### src/avss_defines.vh
// Register indices, field positions, codes and reset values
`ifndef AVSS_DEFINES_VH
`define AVSS_DEFINES_VH
// Task-file register indices (byte address = 4 * index)
`define AVSS_IDX_FEATURE 3'h1
`define AVSS_IDX_SECCNT 3'h2
`define AVSS_IDX_SECNUM 3'h3
`define AVSS_IDX_CYLLO 3'h4
`define AVSS_IDX_CYLHI 3'h5
`define AVSS_IDX_DRVHD 3'h6
`define AVSS_IDX_CMD 3'h7
// Low address bits spanned by the task file window; bits above must be zero
`define AVSS_ADDR_W 5
// Status bit positions
`define AVSS_ST_BSY 7
`define AVSS_ST_RDY 6
`define AVSS_ST_DSC 4
`define AVSS_ST_DRQ 3
`define AVSS_ST_ERR 0
// Drive/head field positions
`define AVSS_DH_LBA 6
// Error register bits
`define AVSS_ER_UNC 8'h40
`define AVSS_ER_IDNF 8'h10
`define AVSS_ER_ABRT 8'h04
// Command codes
`define AVSS_CMD_VFY0 8'h40
`define AVSS_CMD_VFY1 8'h41
`define AVSS_CMD_SENSE 8'h03
`define AVSS_NIB_RECAL 4'h1
`define AVSS_NIB_SEEK 4'h7
// Extended error codes
`define AVSS_EX_NONE 8'h00
`define AVSS_EX_SELFOK 8'h01
`define AVSS_EX_MISC 8'h09
`define AVSS_EX_BADCMD 8'h20
`define AVSS_EX_BADADR 8'h21
`define AVSS_EX_OVFL 8'h2f
`define AVSS_EX_VOLT_A 8'h35
`define AVSS_EX_VOLT_B 8'h36
`define AVSS_EX_UNC 8'h11
`define AVSS_EX_CORR 8'h18
`define AVSS_EX_ABORT 8'h1f
`define AVSS_EX_IDNF 8'h10
`define AVSS_EX_SPARE 8'h3a
`define AVSS_EX_WRFAIL 8'h03
// Reset values
`define AVSS_RST_BYTE 8'h00
`define AVSS_RST_SECNUM 8'h01
`define AVSS_RST_DRVHD 8'ha0
`define AVSS_RST_STAT 8'h50
`endif

### src/avss_cmd.v
// Task-file command engine for verify, recalibrate, sense and seek
//
// Chosen here: the AHB-Lite register port.
`timescale 1ns/1ns
`include "avss_defines.vh"
// What this block does
// - Codes 40h/41h verify sectors like a read, never DRQ, no data moved.
// - BSY rises on accepting verify and stays while verifying.
// - After last sector verified, BSY drops, then interrupt rises.
// - Clean verify leaves address registers at last sector verified.
// - Failing verify stops there, address registers hold failing sector.
// - On verify error, sector count holds sectors not yet verified.
// - LBA bits 27-24 head, 23-16 cyl high, 15-8 cyl low, 7-0 sector.
// - Upper nibble 1 is recalibrate: no media work, normal end.
// - Recalibrate zeroes cylinders and head; sector 1 in CHS, 0 in LBA.
// - Code 03h puts prior command's extended error code in error register.
// - Extended codes 00h none, 01h self test ok, 09h misc.
// - Extended codes 20h bad command, 21h bad head/sector, 2Fh overflow.
// - Extended codes 11h uncorrectable, 18h corrected, 1Fh aborted.
// - Voltage out of tolerance reported as 35h or 36h.
// - Media codes: self test, ID not found, spares, format, write fail.
// - Upper nibble 7 is seek: range check only, error when out of range.
// - Sector count 1..256, zero meaning 256.
module avss_cmd #(
  parameter NUM_CYLS = 16'd1024,
  parameter NUM_HEADS = 4'd8,
  parameter NUM_SECS = 8'd32,
  parameter LBA_CAP = 28'd262144
) (
  input wire sys_clk_in,
  input wire rst_in,
  input wire hsel_in,
  input wire [31:0] haddr_in,
  input wire [1:0] htrans_in,
  input wire hwrite_in,
  input wire [2:0] hsize_in,
  input wire [31:0] hwdata_in,
  input wire hready_in,
  output reg [31:0] hrdata_out,
  output reg hreadyout_out,
  output reg hresp_out,
  output reg intrq_out,
  output reg media_req_out,
  output reg [27:0] media_addr_out,
  output reg media_lba_out,
  input wire media_ack_in,
  input wire media_err_in,
  input wire [7:0] media_code_in
);

  localparam ST_IDLE = 2'd0;
  localparam ST_REQ = 2'd1;
  localparam ST_WAIT = 2'd2;
  localparam ST_DONE = 2'd3;

  reg [1:0] state_q;
  reg [7:0] feature_q;
  reg [7:0] seccnt_q;
  reg [7:0] secnum_q;
  reg [7:0] cyllo_q;
  reg [7:0] cylhi_q;
  reg [7:0] drvhd_q;
  reg [7:0] error_q;
  reg [7:0] sense_q;
  reg bsy_q;
  reg err_q;
  reg [8:0] remain_q;
  reg dp_wr_q;
  reg [2:0] dp_idx_q;

  wire lba_mode = drvhd_q[`AVSS_DH_LBA];
  wire [27:0] cur_lba = {drvhd_q[3:0], cylhi_q, cyllo_q, secnum_q};
  wire [15:0] cur_cyl = {cylhi_q, cyllo_q};
  // Status byte; DRQ stays low since no sector data ever moves
  reg [7:0] status;
  always @* begin
    status = 8'h00;
    status[`AVSS_ST_BSY] = bsy_q;
    status[`AVSS_ST_RDY] = ~bsy_q;
    status[`AVSS_ST_DSC] = ~bsy_q;
    status[`AVSS_ST_DRQ] = 1'b0;
    status[`AVSS_ST_ERR] = err_q;
  end

  // Range check: 0 = fine, otherwise the extended code to report
  function [7:0] range_code;
    input lba;
    input [27:0] a;
    input [15:0] cyl;
    input [3:0] hd;
    input [7:0] sn;
    begin
      range_code = `AVSS_EX_NONE;
      if (lba) begin
        if (a >= LBA_CAP)
          range_code = `AVSS_EX_OVFL;
      end else if (hd >= NUM_HEADS || sn == 8'h00 || sn > NUM_SECS) begin
        range_code = `AVSS_EX_BADADR;
      end else if (cyl >= NUM_CYLS) begin
        range_code = `AVSS_EX_OVFL;
      end
    end
  endfunction

  function [2:0] idx_of;
    input [31:0] a;
    begin
      idx_of = a[4:2];
    end
  endfunction

  wire [7:0] start_chk = range_code(lba_mode, cur_lba, cur_cyl, drvhd_q[3:0], secnum_q);
  wire ap_valid = hsel_in && hready_in && htrans_in[1];
  wire in_win = (haddr_in[31:`AVSS_ADDR_W] == 27'h0000000);
  wire [7:0] wbyte = hwdata_in[7:0];
  wire cmd_wr = dp_wr_q && (dp_idx_q == `AVSS_IDX_CMD) && !bsy_q;
  wire reg_wr = dp_wr_q && !bsy_q;
  wire is_fatal = media_err_in && (media_code_in != `AVSS_EX_CORR);

  // Next CHS/LBA address after the current sector
  reg [27:0] nxt_lba;
  reg [7:0] nxt_sn;
  reg [3:0] nxt_hd;
  reg [15:0] nxt_cyl;
  always @* begin
    nxt_lba = cur_lba + 28'd1;
    nxt_sn = secnum_q + 8'd1;
    nxt_hd = drvhd_q[3:0];
    nxt_cyl = cur_cyl;
    if (secnum_q >= NUM_SECS) begin
      nxt_sn = 8'h01;
      nxt_hd = drvhd_q[3:0] + 4'd1;
      if (drvhd_q[3:0] + 4'd1 >= NUM_HEADS) begin
        nxt_hd = 4'h0;
        nxt_cyl = cur_cyl + 16'd1;
      end
    end
  end

  // Bus slave: zero wait states, read data captured in the address phase
  always @(posedge sys_clk_in) begin
    if (rst_in) begin
      hrdata_out <= 32'h00000000;
      hreadyout_out <= 1'b1;
      hresp_out <= 1'b0;
      dp_wr_q <= 1'b0;
      dp_idx_q <= 3'h0;
    end else begin
      hreadyout_out <= 1'b1;
      hresp_out <= 1'b0;
      dp_wr_q <= ap_valid && hwrite_in && in_win;
      dp_idx_q <= idx_of(haddr_in);
      if (ap_valid && !hwrite_in) begin
        hrdata_out <= 32'h00000000;
        if (!in_win)
          hrdata_out <= 32'h00000000;
        else if (idx_of(haddr_in) == `AVSS_IDX_FEATURE)
          hrdata_out <= {24'h000000, error_q};
        else if (idx_of(haddr_in) == `AVSS_IDX_SECCNT)
          hrdata_out <= {24'h000000, seccnt_q};
        else if (idx_of(haddr_in) == `AVSS_IDX_SECNUM)
          hrdata_out <= {24'h000000, secnum_q};
        else if (idx_of(haddr_in) == `AVSS_IDX_CYLLO)
          hrdata_out <= {24'h000000, cyllo_q};
        else if (idx_of(haddr_in) == `AVSS_IDX_CYLHI)
          hrdata_out <= {24'h000000, cylhi_q};
        else if (idx_of(haddr_in) == `AVSS_IDX_DRVHD)
          hrdata_out <= {24'h000000, drvhd_q};
        else if (idx_of(haddr_in) == `AVSS_IDX_CMD)
          hrdata_out <= {24'h000000, status};
      end
    end
  end

  // Command engine and task file
  always @(posedge sys_clk_in) begin
    if (rst_in) begin
      state_q <= ST_IDLE;
      feature_q <= `AVSS_RST_BYTE;
      seccnt_q <= `AVSS_RST_SECNUM;
      secnum_q <= `AVSS_RST_SECNUM;
      cyllo_q <= `AVSS_RST_BYTE;
      cylhi_q <= `AVSS_RST_BYTE;
      drvhd_q <= `AVSS_RST_DRVHD;
      error_q <= `AVSS_EX_SELFOK;
      sense_q <= `AVSS_EX_NONE;
      bsy_q <= 1'b0;
      err_q <= 1'b0;
      remain_q <= 9'd0;
      intrq_out <= 1'b0;
      media_req_out <= 1'b0;
      media_addr_out <= 28'h0000000;
      media_lba_out <= 1'b0;
    end else begin
      // Reading status acknowledges the interrupt
      if (ap_valid && !hwrite_in && in_win && idx_of(haddr_in) == `AVSS_IDX_CMD)
        intrq_out <= 1'b0;
      // Task file writes are ignored while busy
      if (reg_wr) begin
        if (dp_idx_q == `AVSS_IDX_FEATURE)
          feature_q <= wbyte;
        else if (dp_idx_q == `AVSS_IDX_SECCNT)
          seccnt_q <= wbyte;
        else if (dp_idx_q == `AVSS_IDX_SECNUM)
          secnum_q <= wbyte;
        else if (dp_idx_q == `AVSS_IDX_CYLLO)
          cyllo_q <= wbyte;
        else if (dp_idx_q == `AVSS_IDX_CYLHI)
          cylhi_q <= wbyte;
        else if (dp_idx_q == `AVSS_IDX_DRVHD)
          drvhd_q <= wbyte;
      end
      case (state_q)
        ST_IDLE: begin
          if (cmd_wr) begin
            bsy_q <= 1'b1;
            err_q <= 1'b0;
            intrq_out <= 1'b0;
            error_q <= `AVSS_EX_NONE;
            state_q <= ST_DONE;
            if (wbyte == `AVSS_CMD_VFY0 || wbyte == `AVSS_CMD_VFY1) begin
              // Count of zero means 256 sectors
              remain_q <= (seccnt_q == 8'h00) ? 9'd256 : {1'b0, seccnt_q};
              sense_q <= `AVSS_EX_NONE;
              if (start_chk != `AVSS_EX_NONE) begin
                err_q <= 1'b1;
                error_q <= `AVSS_ER_IDNF;
                sense_q <= start_chk;
              end else begin
                state_q <= ST_REQ;
              end
            end else if (wbyte[7:4] == `AVSS_NIB_RECAL) begin
              // Low nibble and other fields are don't-care
              cylhi_q <= 8'h00;
              cyllo_q <= 8'h00;
              drvhd_q[3:0] <= 4'h0;
              secnum_q <= lba_mode ? 8'h00 : 8'h01;
              sense_q <= `AVSS_EX_NONE;
            end else if (wbyte == `AVSS_CMD_SENSE) begin
              // Code from the command just before this one
              error_q <= sense_q;
              sense_q <= `AVSS_EX_NONE;
            end else if (wbyte[7:4] == `AVSS_NIB_SEEK) begin
              sense_q <= start_chk;
              if (start_chk != `AVSS_EX_NONE) begin
                err_q <= 1'b1;
                error_q <= `AVSS_ER_IDNF;
              end
            end else begin
              err_q <= 1'b1;
              error_q <= `AVSS_ER_ABRT;
              sense_q <= `AVSS_EX_BADCMD;
            end
          end
        end
        ST_REQ: begin
          // Only a verify strobe goes out; no DRQ, no data path
          media_req_out <= 1'b1;
          media_addr_out <= lba_mode ? cur_lba
                                     : {drvhd_q[3:0], cylhi_q, cyllo_q, secnum_q};
          media_lba_out <= lba_mode;
          state_q <= ST_WAIT;
        end
        ST_WAIT: begin
          if (media_ack_in) begin
            media_req_out <= 1'b0;
            if (is_fatal) begin
              // Stop at failing sector; address stays on it
              seccnt_q <= remain_q[7:0];
              err_q <= 1'b1;
              error_q <= `AVSS_ER_UNC;
              sense_q <= media_code_in;
              state_q <= ST_DONE;
            end else begin
              if (media_err_in)
                sense_q <= `AVSS_EX_CORR;
              if (remain_q == 9'd1) begin
                // Address left on last verified sector
                state_q <= ST_DONE;
              end else begin
                remain_q <= remain_q - 9'd1;
                if (lba_mode) begin
                  drvhd_q[3:0] <= nxt_lba[27:24];
                  cylhi_q <= nxt_lba[23:16];
                  cyllo_q <= nxt_lba[15:8];
                  secnum_q <= nxt_lba[7:0];
                end else begin
                  drvhd_q[3:0] <= nxt_hd;
                  cylhi_q <= nxt_cyl[15:8];
                  cyllo_q <= nxt_cyl[7:0];
                  secnum_q <= nxt_sn;
                end
                state_q <= ST_REQ;
              end
            end
          end
        end
        default: begin
          // BSY drops first; interrupt follows one cycle later
          if (bsy_q) begin
            bsy_q <= 1'b0;
          end else begin
            intrq_out <= 1'b1;
            state_q <= ST_IDLE;
          end
        end
      endcase
    end
  end

endmodule

### config.mk
export PLATFORM = sky130hd
export DESIGN_NAME = avss_cmd
export DESIGN_NICKNAME = d
export VERILOG_FILES = /design/src/avss_cmd.v
export VERILOG_INCLUDE_DIRS = /design/src
export SDC_FILE = /design/constraint.sdc
export NUM_CORES = 1
export LEC_CHECK = 0
export BUFFER_PORTS_ARGS = -buffer_cell sky130_fd_sc_hd__buf_2
export CAP_MARGIN = 20
export CORE_ASPECT_RATIO = 1.1
export CORE_MARGIN = 4
export CORE_UTILIZATION = 60
export CTS_CLUSTER_DIAMETER = 50
export CTS_CLUSTER_SIZE = 40
export DETAILED_ROUTE_END_ITERATION = 10
export GPL_TIMING_DRIVEN = 0
export PLACE_DENSITY = 0.87
export SETUP_SLACK_MARGIN = 0.3
export SLEW_MARGIN = 20
export SYNTH_ARGS = -nofsm -noshare
export SYNTH_HDL_FRONTEND = slang
export SYNTH_SLANG_ARGS = --single-unit
### constraint.sdc
create_clock -name sys_clk_in -period 7.9 [get_ports sys_clk_in]
set_clock_uncertainty 0.05 [all_clocks]
set_input_delay 2.37 -clock sys_clk_in [delete_from_list [all_inputs] [get_ports sys_clk_in]]
set_output_delay 2.37 -clock sys_clk_in [all_outputs]
set_load 0.005 [all_outputs]
# After elaboration in Yosys (flattened, before gate mapping)
# Cells that the tools add are included.
[op_classes]
addsub = 5
magnitude_cmp = 6
n_eq_ne = 33
muxes = 129
n_bitwise = 7
n_reduce_logical = 32
[ops]
columns = ["operator", "n"]
rows = [
  ["$mux 8", 67],
  ["$pmux 8 s2", 5],
  ["$mux 4", 16],
  ["$mux 9", 6],
  ["$mux 16", 2],
  ["$add 28x1->28 const B", 1],
  ["$ge 28x19->1 const B", 1],
  ["$logic_not 27->1", 1],
  ["$eq 3x3->1 const B", 8],
  ["$mux 6", 4],
  ["$pmux 9 s2", 1],
  ["$add 16x1->16 const B", 1],
  ["$eq 8x7->1 const B", 2],
  ["$ge 16x11->1 const B", 1],
  ["$logic_not 8->1", 2],
  ["$mux 1", 14],
  ["$mux 2", 7],
  ["$eq 3x2->1 const B", 4],
  ["$ne 2x2->1 const B", 6],
  ["$ne 6x6->1 const B", 2],
  ["$logic_and 1x1->1", 11],
  ["$eq 9x1->1 const B", 1],
  ["$sub 9x1->9 const B", 1],
  ["$add 8x1->8 const B", 1],
  ["29 further kinds", 47],
]
[word_totals]
ff_bits = 136
elab_cells = 231

# Logic depth before layout (Yosys ltp)
# Gate-level depths: netlist of run 1.
[depth]
word_depth = 13
ltp_mapped = 10
depth_no_buf = 8

# Least setup slack after synthesis of run 1
# Ideal clock, no wire load.
[synth_path]
path_kind = "input to register"
startpoint = "in media_code_in[0]"
endpoint = "reg cylhi_q[4]"
t_arrival_ps = 3943
path_slack_ps = 3780
stages = 7
n_path_buf = 1
cell_sequence = "nor4b_1 -> a21oi_1 -> or3b_4 -> buf_6 -> a22o_1 -> a22oi_1 -> nor2_1"
[synth_between]
elab_chain_cells = 5
word_cells_on_any_way = 8
cone_classes = "eq/ne (3); mux (3); reduce/logical (2)"
[synth_rtl]
columns = ["item", "line", "source"]
rows = [
  ["start: declaration", "avss_cmd.v:48", "input wire [7:0] media_code_in"],
  ["$ne 8x5->1 (no source line) *", "-", ""],
  ["$logic_and 1x1->1 *", "avss_cmd.v:118", "wire is_fatal = media_err_in && (media_code_in != `AVSS_EX_CORR);"],
  ["$mux 8", "avss_cmd.v:267", "if (is_fatal) begin"],
  ["$mux 8", "avss_cmd.v:265", "if (media_ack_in) begin"],
  ["$pmux 8 s2", "avss_cmd.v:213", "case (state_q)"],
  ["end signal: assignment", "avss_cmd.v:209", "cylhi_q <= wbyte;"],
  ["end signal: assignment", "avss_cmd.v:284", "cylhi_q <= nxt_lba[23:16];"],
  ["end signal: assignment", "avss_cmd.v:289", "cylhi_q <= nxt_cyl[15:8];"],
  ["end: declaration", "avss_cmd.v:61", "reg [7:0] cylhi_q;"],
]
# Every way passes the cells marked *; elsewhere a longest branch is shown, timed or not.
# A chain may end at the register's enable or synchronous reset.

# Final worst setup path of run 1
[layout_path]
startpoint = "in media_code_in[5]"
endpoint = "reg drvhd_q[1]"
[layout_between]
elab_chain_cells = 5
word_cells_on_any_way = 6
cone_classes = "eq/ne (2); mux (3); reduce/logical (1)"
[layout_rtl]
columns = ["item", "line", "source"]
rows = [
  ["$ne 8x5->1 (no source line) *", "-", ""],
  ["$logic_and 1x1->1 *", "avss_cmd.v:118", ""],
  ["$mux 4", "avss_cmd.v:267", ""],
  ["$mux 4", "avss_cmd.v:265", ""],
  ["$pmux 4 s2", "avss_cmd.v:213", ""],
  ["end signal: assignment", "avss_cmd.v:211", "drvhd_q <= wbyte;"],
  ["end signal: assignment", "avss_cmd.v:283", "drvhd_q[3:0] <= nxt_lba[27:24];"],
  ["end signal: assignment", "avss_cmd.v:288", "drvhd_q[3:0] <= nxt_hd;"],
  ["end: declaration", "avss_cmd.v:62", "reg [7:0] drvhd_q;"],
]
# Marks and branches as above.

==> results of run 1 <==
-- layout by cell type (no fill, tap or decap), drive strengths merged, types with 13 or more instances in the layout --
cell / count
a211oi: 21
a21oi: 54
buf: 140
clkbuf: 51
conb: 26
dfxtp: 112
ha: 13
inv: 27
mux2i: 59
nand2: 47
nand2b: 16
nand3: 28
nand4: 14
nor2: 124
nor2b: 16
nor3: 18
nor4: 17
o21ai: 31
-- cells by family (layout without fill, tap and decap cells) --
kind of cell / after synthesis / count (layout) / share of synthesized area
and+or+nand+nor: 333 / 333 / 0.243
AOI/OAI and AO/OA: 192 / 192 / 0.193
buffers and inverters: 115 / 219 / 0.0827
DFF: 112 / 112 / 0.326
muxes: 70 / 70 / 0.110
xor gates and xnor gates: 16 / 16 / 0.0204
adders and majority gates: 13 / 13 / 0.0236
other: 2 / 26 / 0.00109
-- metrics by stage --
step                power, mW  std cells
CTS                      1.85       1128
detailed placement       1.40       1115
global placement         1.39       1115
finish                   1.88       1128
global route             1.96       1128
floorplan                1.20        877
-- worst min-delay path by stage --
stage	start	cells after the start	to
final	hrdata_out[1]$_SDFFE_PP0P_	2	hrdata_out[1]$_SDFFE_PP0P_
after detailed placement	hrdata_out[5]$_SDFFE_PP0P_	2	hrdata_out[5]$_SDFFE_PP0P_
after global placement	hrdata_out[5]$_SDFFE_PP0P_	2	hrdata_out[5]$_SDFFE_PP0P_
after CTS	hrdata_out[5]$_SDFFE_PP0P_	2	hrdata_out[5]$_SDFFE_PP0P_
after floorplan	error_q[1]$_SDFFE_PP0P_	2	error_q[1]$_SDFFE_PP0P_
after global routing	hrdata_out[3]$_SDFFE_PP0P_	2	hrdata_out[3]$_SDFFE_PP0P_
-- power breakdown --
part | switching [mW] | internal (mW)
registers | 0.0521 | 0.620
logic | 0.477 | 0.276
clock network | 0.201 | 0.250
total | 0.730 | 1.15
-- final cells by class --
type / count / area share
plain buffers: 88 / 0.0593
clock buffers: 12 / 0.0312
clock inverters: 1 / 0.00381
inverters: 27 / 0.0128
multi-input cells: 650 / 0.527
flip-flops and latches: 112 / 0.284
well taps: 147 / 0.0233
repair buffers: 91 / 0.0577
-- layer usage --
layer | vias to the layer above | part of all wire | track usage
li1 | 3266 | - | -
met4 | 0 | 0.046 | 0.159
met5 | - | 0 | 0
met1 | 3234 | 0.39 | 0.427
met2 | 486 | 0.44 | 0.508
met3 | 91 | 0.13 | 0.0694
-- worst register-to-register path, stage by stage (launching register included) --
cell	delay, ns
dfxtp_1	0.35
inv_1	0.10
ha_1	0.14
clkbuf_1	0.27
nand2_1	0.32
nor3_1	0.77
a21oi_1	0.19
o21bai_1	0.41
o211ai_1	0.15
==> impl_metrics.ini, run 1 <==
[synth]
synth_area_leaders = dfxtp_1 (33%), mux2i_1 (8.6%), nor2_1 (6.7%)
ys_types = 76
synthCells = 853
yosys_warnings = 0
yosysMostFrequentCell = nor2_1
synth_seq_area_share = 0.326
syn_area_um2 = 6880
synth_top_area_share = 0.326
synth.avg_cell_area_um2 = 8.07
synth_ff_type = dfxtp_1
synth_edf_count = 0
async_reset_ff_frac = 0
synthTopCellsByCount = nor2_1 (123), dfxtp_1 (112), mux2i_1 (59)
ys_ff_latch = 112
yosysTopAreaCell = dfxtp_1

[place]
gp_congestion = 1.00
io_buffers = 91
placed_area_um2 = 7610
dp_hpwl_um = 16200
place_ws_ns = 3.02

[floorplanning]
die_h_um = 120
initial_core_util = 0.622
fp.dieW_um = 110
num_rows = 40
die_area_um2 = 13200
core_um2 = 11100
io_pins = 149

[power]
p_per_area_nw_per_um2 = 238
ir_drop_uv = 133
cellLeakagePower_nw = 3.16

[clock_tree]
path_clk_slew_ns = 0.07
clkSinkCount = 112
post_cts_buffers = 0
post_cts_resize_count = 0
cts_buffers = 9
cts_tree = done
cts_buffer_depth = 2
cts-root-buf = clkbuf_16
htreeDepth = 3
cts_hold_buf = 0
clock_latency_ns = 0.35

[drt]
via_count = 7077
drt_first_pass_iters = 5
post-route-drc-count = 0
routed_wl_um = 21800
wire_per_inst_um = 19.3
drt_iter0_drc = 827
vias_per_cell = 6.27
detail-route-antenna-nets = 0

[timing]
layout_setup_ws_ns = 3.13
timing.fmax_mhz = 210
relSlewSlack = 0.298
min_period_ns = 4.77
hold_violations = 0
timing.hold.ws_ns = 0.406
setup_violations = 0
rsz0062_at_grt = no
tightestPinTransition_ns = 1.04
fin_setup_tns_ns = 0
drv_slew = 0
fin_crit_sh = 0.603

[setup_path]
reg2reg_slack_ns = 5.03
slowest_stage = nor3_1
slowest_delay_ns = 0.78
crit_end = drvhd_q[1]$_SDFFE_PP0P_
path_cells = buf_2 > nor4b_1 > a21oi_1 > nor3_1 > a21oi_1 > o21bai_1 > o211ai_1
path_buf_inv = 1
path_delay_family = simple AND/OR/NAND/NOR gates
path_max_fanout = 6
worstReg2RegEnd = drvhd_q[1]$_SDFFE_PP0P_
crit_type = primary input to flip-flop
crit_path_start = media_code_in[5]
crit_top_cell = a21oi_1
path_depth = 7
arrival_ns = 4.94
reg2reg_from = state_q[0]$_SDFFE_PP0P_
start_kind = primary input
worstPathRequired_ns = 8.07
end_kind = flip-flop
ff2ff_path_depth = 8

[job]
drv_cap = 0

[finish]
antenna_cells = 0
multi_input_area_um2 = 4160
utilization = 0.713
reg.largest.list = media_addr_out: 28 flops, remain_q: 9 flops
fin_area_um2 = 7890
top_register = media_addr_out
num-fill-cells = 920
layout.nets = 1076
syn_to_final_growth_pct = 14.6
largest_register_ffs = 28
drive_gt1_frac = 0.174
seq_area_um2 = 2240

[global_route]
grt_use_total = 0.327
grt_antenna_before_repair = 0
overflow = 0
grt_pass1_vias = 6517
grt_pass1_wl_um = 33600
grt_max_degree = 16

[run_status]
status = complete, no violations

[min_path]
hold_class = flip-flop to flip-flop
Note: power is estimated with default switching activity, not from simulation.
==> run 2: changes to the inputs <==
- CORE_UTILIZATION: 60 -> 55
- PLACE_DENSITY: 0.87 -> 0.81
- clock period: 7.9 -> 4.6 ns (I/O delays scaled with it)
==> impl_metrics.ini, run 2 (synthesis results as in run 1) <==
[finish]
final_cell_mix = nor2_1 (123), dfxtp_1 (112), buf_2 (102)
layout.nets = 1076
num-fill-cells = 1057
top_register = media_addr_out
largest_register_ffs = 28
layout_commonest_cell = nor2_1
antenna_cells = 0
seq_area_um2 = 2240
drive_gt1_frac = 0.178
reg.largest.list = media_addr_out: 28 flops, remain_q: 9 flops
fin_area_um2 = 7930
multi_input_area_um2 = 4160
syn_to_final_growth_pct = 15.2

[clock_tree]
cts_buffer_depth = 2
cts_hold_buf = 0
path_clk_slew_ns = 0.07
post_cts_resize_count = 0
cts_tree = done
clock_latency_ns = 0.36
cts_buffers = 9
cts-root-buf = clkbuf_16
post_cts_buffers = 0
clkSinkCount = 112
htreeDepth = 3

[power]
p_int_mw = 1.99
clkPwrFrac = 0.253
comb_power_share = 0.394
ir_drop_uv = 241
cellLeakagePower_nw = 3.18
netSwitchingPower_mw = 1.27
p_per_area_nw_per_um2 = 412
switching_share = 0.390
seqPwrFrac = 0.353

[place]
dp_hpwl_um = 16500
io_buffers = 91
placed_area_um2 = 7620
place_ws_ns = 0.676
gp_congestion = 1.01

[drt]
detail-route-antenna-nets = 0
routed_wl_um = 22200
vias_per_cell = 6.20
wire_per_inst_um = 19.5
post-route-drc-count = 0
drt_first_pass_iters = 6
via_count = 7051
drt_iter0_drc = 765

[global_route]
grt_max_degree = 18
grt_pass1_wl_um = 33900
overflow = 0
grt_use_total = 0.300
grt_antenna_before_repair = 0
grt_pass1_vias = 6386

[floorplanning]
num_rows = 42
fp.dieW_um = 115
core_um2 = 12100
die_h_um = 125
initial_core_util = 0.567
io_pins = 149
die_area_um2 = 14400

[timing]
tightestPinTransition_ns = 1.03
min_period_ns = 3.60
rsz0062_at_grt = no
fin_crit_sh = 0.783
hold_violations = 0
drv_slew = 0
fin_setup_tns_ns = 0
layout_setup_ws_ns = 0.996
relSlewSlack = 0.316
setup_violations = 0
timing.fmax_mhz = 277

[job]
drv_cap = 0

[setup_path]
start_kind = primary input
crit_type = primary input to flip-flop
end_kind = flip-flop
worstPathRequired_ns = 4.79
path_max_fanout = 6
arrival_ns = 3.79

[run_status]
status = complete, no violations

[min_path]
hold_class = flip-flop to flip-flop
run 2: layout make-up:
cell class / instances / share of cell area
Timing Repair Buffer: 91 / 0.0574
Multi-Input combinational cell: 650 / 0.525
Clock inverter: 4 / 0.00663
Buffer: 88 / 0.0590
Clock buffer: 12 / 0.0323
Inverter: 27 / 0.0128
Sequential cell: 112 / 0.283
Tap cell: 154 / 0.0243
run 2: through the flow:
stage               hold WS [ns]   util  power [mW]  std cells
global placement           0.389  0.628        2.39       1122
finish                     0.402  0.653        3.27       1138
global route               0.426  0.653        3.42       1138
detailed placement         0.394  0.628        2.41       1122
floorplan                  0.381      -        2.06        877
CTS                        0.404  0.653        3.22       1138
run 2: path summary, 6_finish.rpt:
check             cells after the start                  startpoint                         end  slack, ns
hold reg to reg                       2  hrdata_out[2]$_SDFFE_PP0P_  hrdata_out[2]$_SDFFE_PP0P_       0.40
hold / removal                        2  hrdata_out[2]$_SDFFE_PP0P_  hrdata_out[2]$_SDFFE_PP0P_       0.40
setup reg to reg                     10     state_q[0]$_SDFFE_PP0P_     cylhi_q[4]$_SDFFE_PP0P_       1.71
setup / recovery                      7            media_code_in[5]     drvhd_q[1]$_SDFFE_PP0P_        1.0
run 2: critical path: stages:
cell and delay, ns:
buf_2 0.10, nor4b_1 0.60, a21oi_1 0.35, nor3_1 0.70, a21oi_1 0.13, o21bai_1 0.38
o211ai_1 0.14
run 2: power by group through the flow:
stage / logic (mW) / registers [mW] / clock network (mW)
2_1_floorplan: 0.920 / 1.14 / 0
3_3_place_gp: 1.22 / 1.17 / 0
3_5_place_dp: 1.24 / 1.17 / 0
4_1_cts: 1.25 / 1.15 / 0.822
5_1_grt: 1.40 / 1.16 / 0.858
6_report: 1.29 / 1.15 / 0.826
run 2: metal layers:
metal	vias to the layer above	wire [um]	global-route usage
met1	3268	8770	0.398
met4	0	820	0.122
met3	70	2510	0.0706
met2	445	10100	0.467
li1	3268	-	-
met5	-	0	0
==> run 3: changes to the inputs <==
- CORE_UTILIZATION: 55 -> 50
- PLACE_DENSITY: 0.81 -> 0.77
- clock period: 4.6 -> 2.9 ns (I/O delays scaled with it)
==> impl_metrics.ini, run 3 (synthesis results as in run 1) <==
[run_status]
status = complete, no violations

[min_path]
hold_end = hrdata_out[1]$_SDFFE_PP0P_
hold_class = flip-flop to flip-flop
worst_hold_path.num_cells = 2
hold_start = hrdata_out[1]$_SDFFE_PP0P_

[floorplanning]
initial_core_util = 0.517
fp.dieW_um = 120
die_area_um2 = 15700
io_pins = 149
num_rows = 44
core_um2 = 13300
die_h_um = 131

[timing]
rsz0062_at_grt = yes
drv_slew = 0
relSlewSlack = 0.317
fin_crit_sh = 0.902
setup_violations = 0
timing.fmax_mhz = 382
tightestPinTransition_ns = 1.02
min_period_ns = 2.62
hold_violations = 0

[place]
gp_congestion = 0.995
io_buffers = 91
dp_hpwl_um = 16400

[global_route]
grt_pass1_vias = 6287
overflow = 0
grt_max_degree = 18
grt_use_total = 0.272
grt_antenna_before_repair = 0
grt_pass1_wl_um = 33500

[drt]
routed_wl_um = 21900
detail-route-antenna-nets = 0
drt_iter0_drc = 770
post-route-drc-count = 0
drt_first_pass_iters = 7
vias_per_cell = 5.94
wire_per_inst_um = 18.8
via_count = 6941

[finish]
antenna_cells = 0
drive_gt1_frac = 0.193
final_cell_mix = nor2_1 (123), dfxtp_1 (112), buf_2 (102)
layout.nets = 1076
syn_to_final_growth_pct = 16.8
largest_register_ffs = 28
layout_commonest_cell = nor2_1
reg.largest.list = media_addr_out: 28 flops, remain_q: 9 flops
top_register = media_addr_out
utilization = 0.603

[power]
total_power_mw = 5.14
cellLeakagePower_nw = 3.21
p_per_area_nw_per_um2 = 639
ir_drop_uv = 351

[clock_tree]
clkSinkCount = 112
cts_tree = done
cts_buffers = 9
htreeDepth = 3
path_clk_slew_ns = 0.08
cts_buffer_depth = 2
clock_latency_ns = 0.35
cts-root-buf = clkbuf_16
cts_hold_buf = 0

[job]
drv_cap = 0

[setup_path]
end_kind = flip-flop
reg2reg_slack_ns = 0.28
arrival_ns = 2.78
reg2reg_from = state_q[0]$_SDFFE_PP0P_
path_max_fanout = 10
worstPathRequired_ns = 3.06
start_kind = flip-flop
ff2ff_path_depth = 10
crit_type = flip-flop to flip-flop
worstReg2RegEnd = cylhi_q[4]$_SDFFE_PP0P_
run 3: changes by cell type in the layout (fill, tap and decap cells not counted), sizes merged:
cell    before  now
clkinv       3    2
inv         27   28
run 3: stage by stage:
step	TNS (ns)	worst slack (ns)	instance area (um2)	std cells	hold slack (ns)
floorplan	0	0.411	6980	877	0.381
global placement	-2.92	-0.250	7670	1152	0.391
detailed placement	-3.10	-0.265	7670	1152	0.395
CTS	0	0.170	7980	1168	0.405
global route	0	0.240	8040	1168	0.429
finish	0	0.283	8040	1168	0.402
run 3: critical path, stage by stage, from the launching register on:
cell and delay (ns):
dfxtp_1 0.36, inv_1 0.10, ha_1 0.14, clkbuf_2 0.20, nand2_2 0.19, a311oi_4 0.34
or3b_4 0.48, buf_6 0.17, a22o_1 0.19, a22oi_1 0.19, nor2_1 0.06
run 3: where the power goes:
group | internal, mW | switching [mW] | leakage [nW]
combinational | 0.769 | 1.28 | 2.16
clock | 0.676 | 0.583 | 0.141
sequential | 1.69 | 0.141 | 0.906
run 3: area by class of cell:
| type | count | area [um2] |
|---|---|---|
| clock buffers | 12 | 236 |
| inverters | 27 | 101 |
| plain buffers | 88 | 473 |
| flip-flops and latches | 112 | 2240 |
| multi-input cells | 650 | 4250 |
| well taps | 184 | 230 |
| clock inverters | 4 | 52.6 |
| repair buffers | 91 | 455 |
| fillers | 1275 | 5290 |
run 3: per-layer routing:
layer | track usage | up-vias | part of all wire
met5 | 0 | - | 0
met4 | 0.116 | 0 | 0.040
met3 | 0.0568 | 64 | 0.12
met2 | 0.435 | 406 | 0.44
met1 | 0.359 | 3207 | 0.40
li1 | - | 3264 | -
run 3: repair_timing:
item / 4_1_cts / 5_1_grt
pin swaps: 0 / 1
setup endpoints to repair: 25 / 42
gates resized for setup: 6 / 14
setup buffers: 0 / 0
run 3: worst max-delay path by stage:
stage                     slack, ns                    start  cells past startpoint                       to
after floorplan                0.41         media_code_in[5]                      7  cylhi_q[4]$_SDFFE_PP0P_
after global placement        -0.25         media_code_in[5]                      7  drvhd_q[1]$_SDFFE_PP0P_
after detailed placement      -0.26         media_code_in[5]                      7  drvhd_q[1]$_SDFFE_PP0P_
after CTS                      0.17  state_q[0]$_SDFFE_PP0P_                     10  cylhi_q[4]$_SDFFE_PP0P_
after global routing           0.24  state_q[0]$_SDFFE_PP0P_                     10  cylhi_q[4]$_SDFFE_PP0P_
final                          0.28  state_q[0]$_SDFFE_PP0P_                     10  cylhi_q[4]$_SDFFE_PP0P_
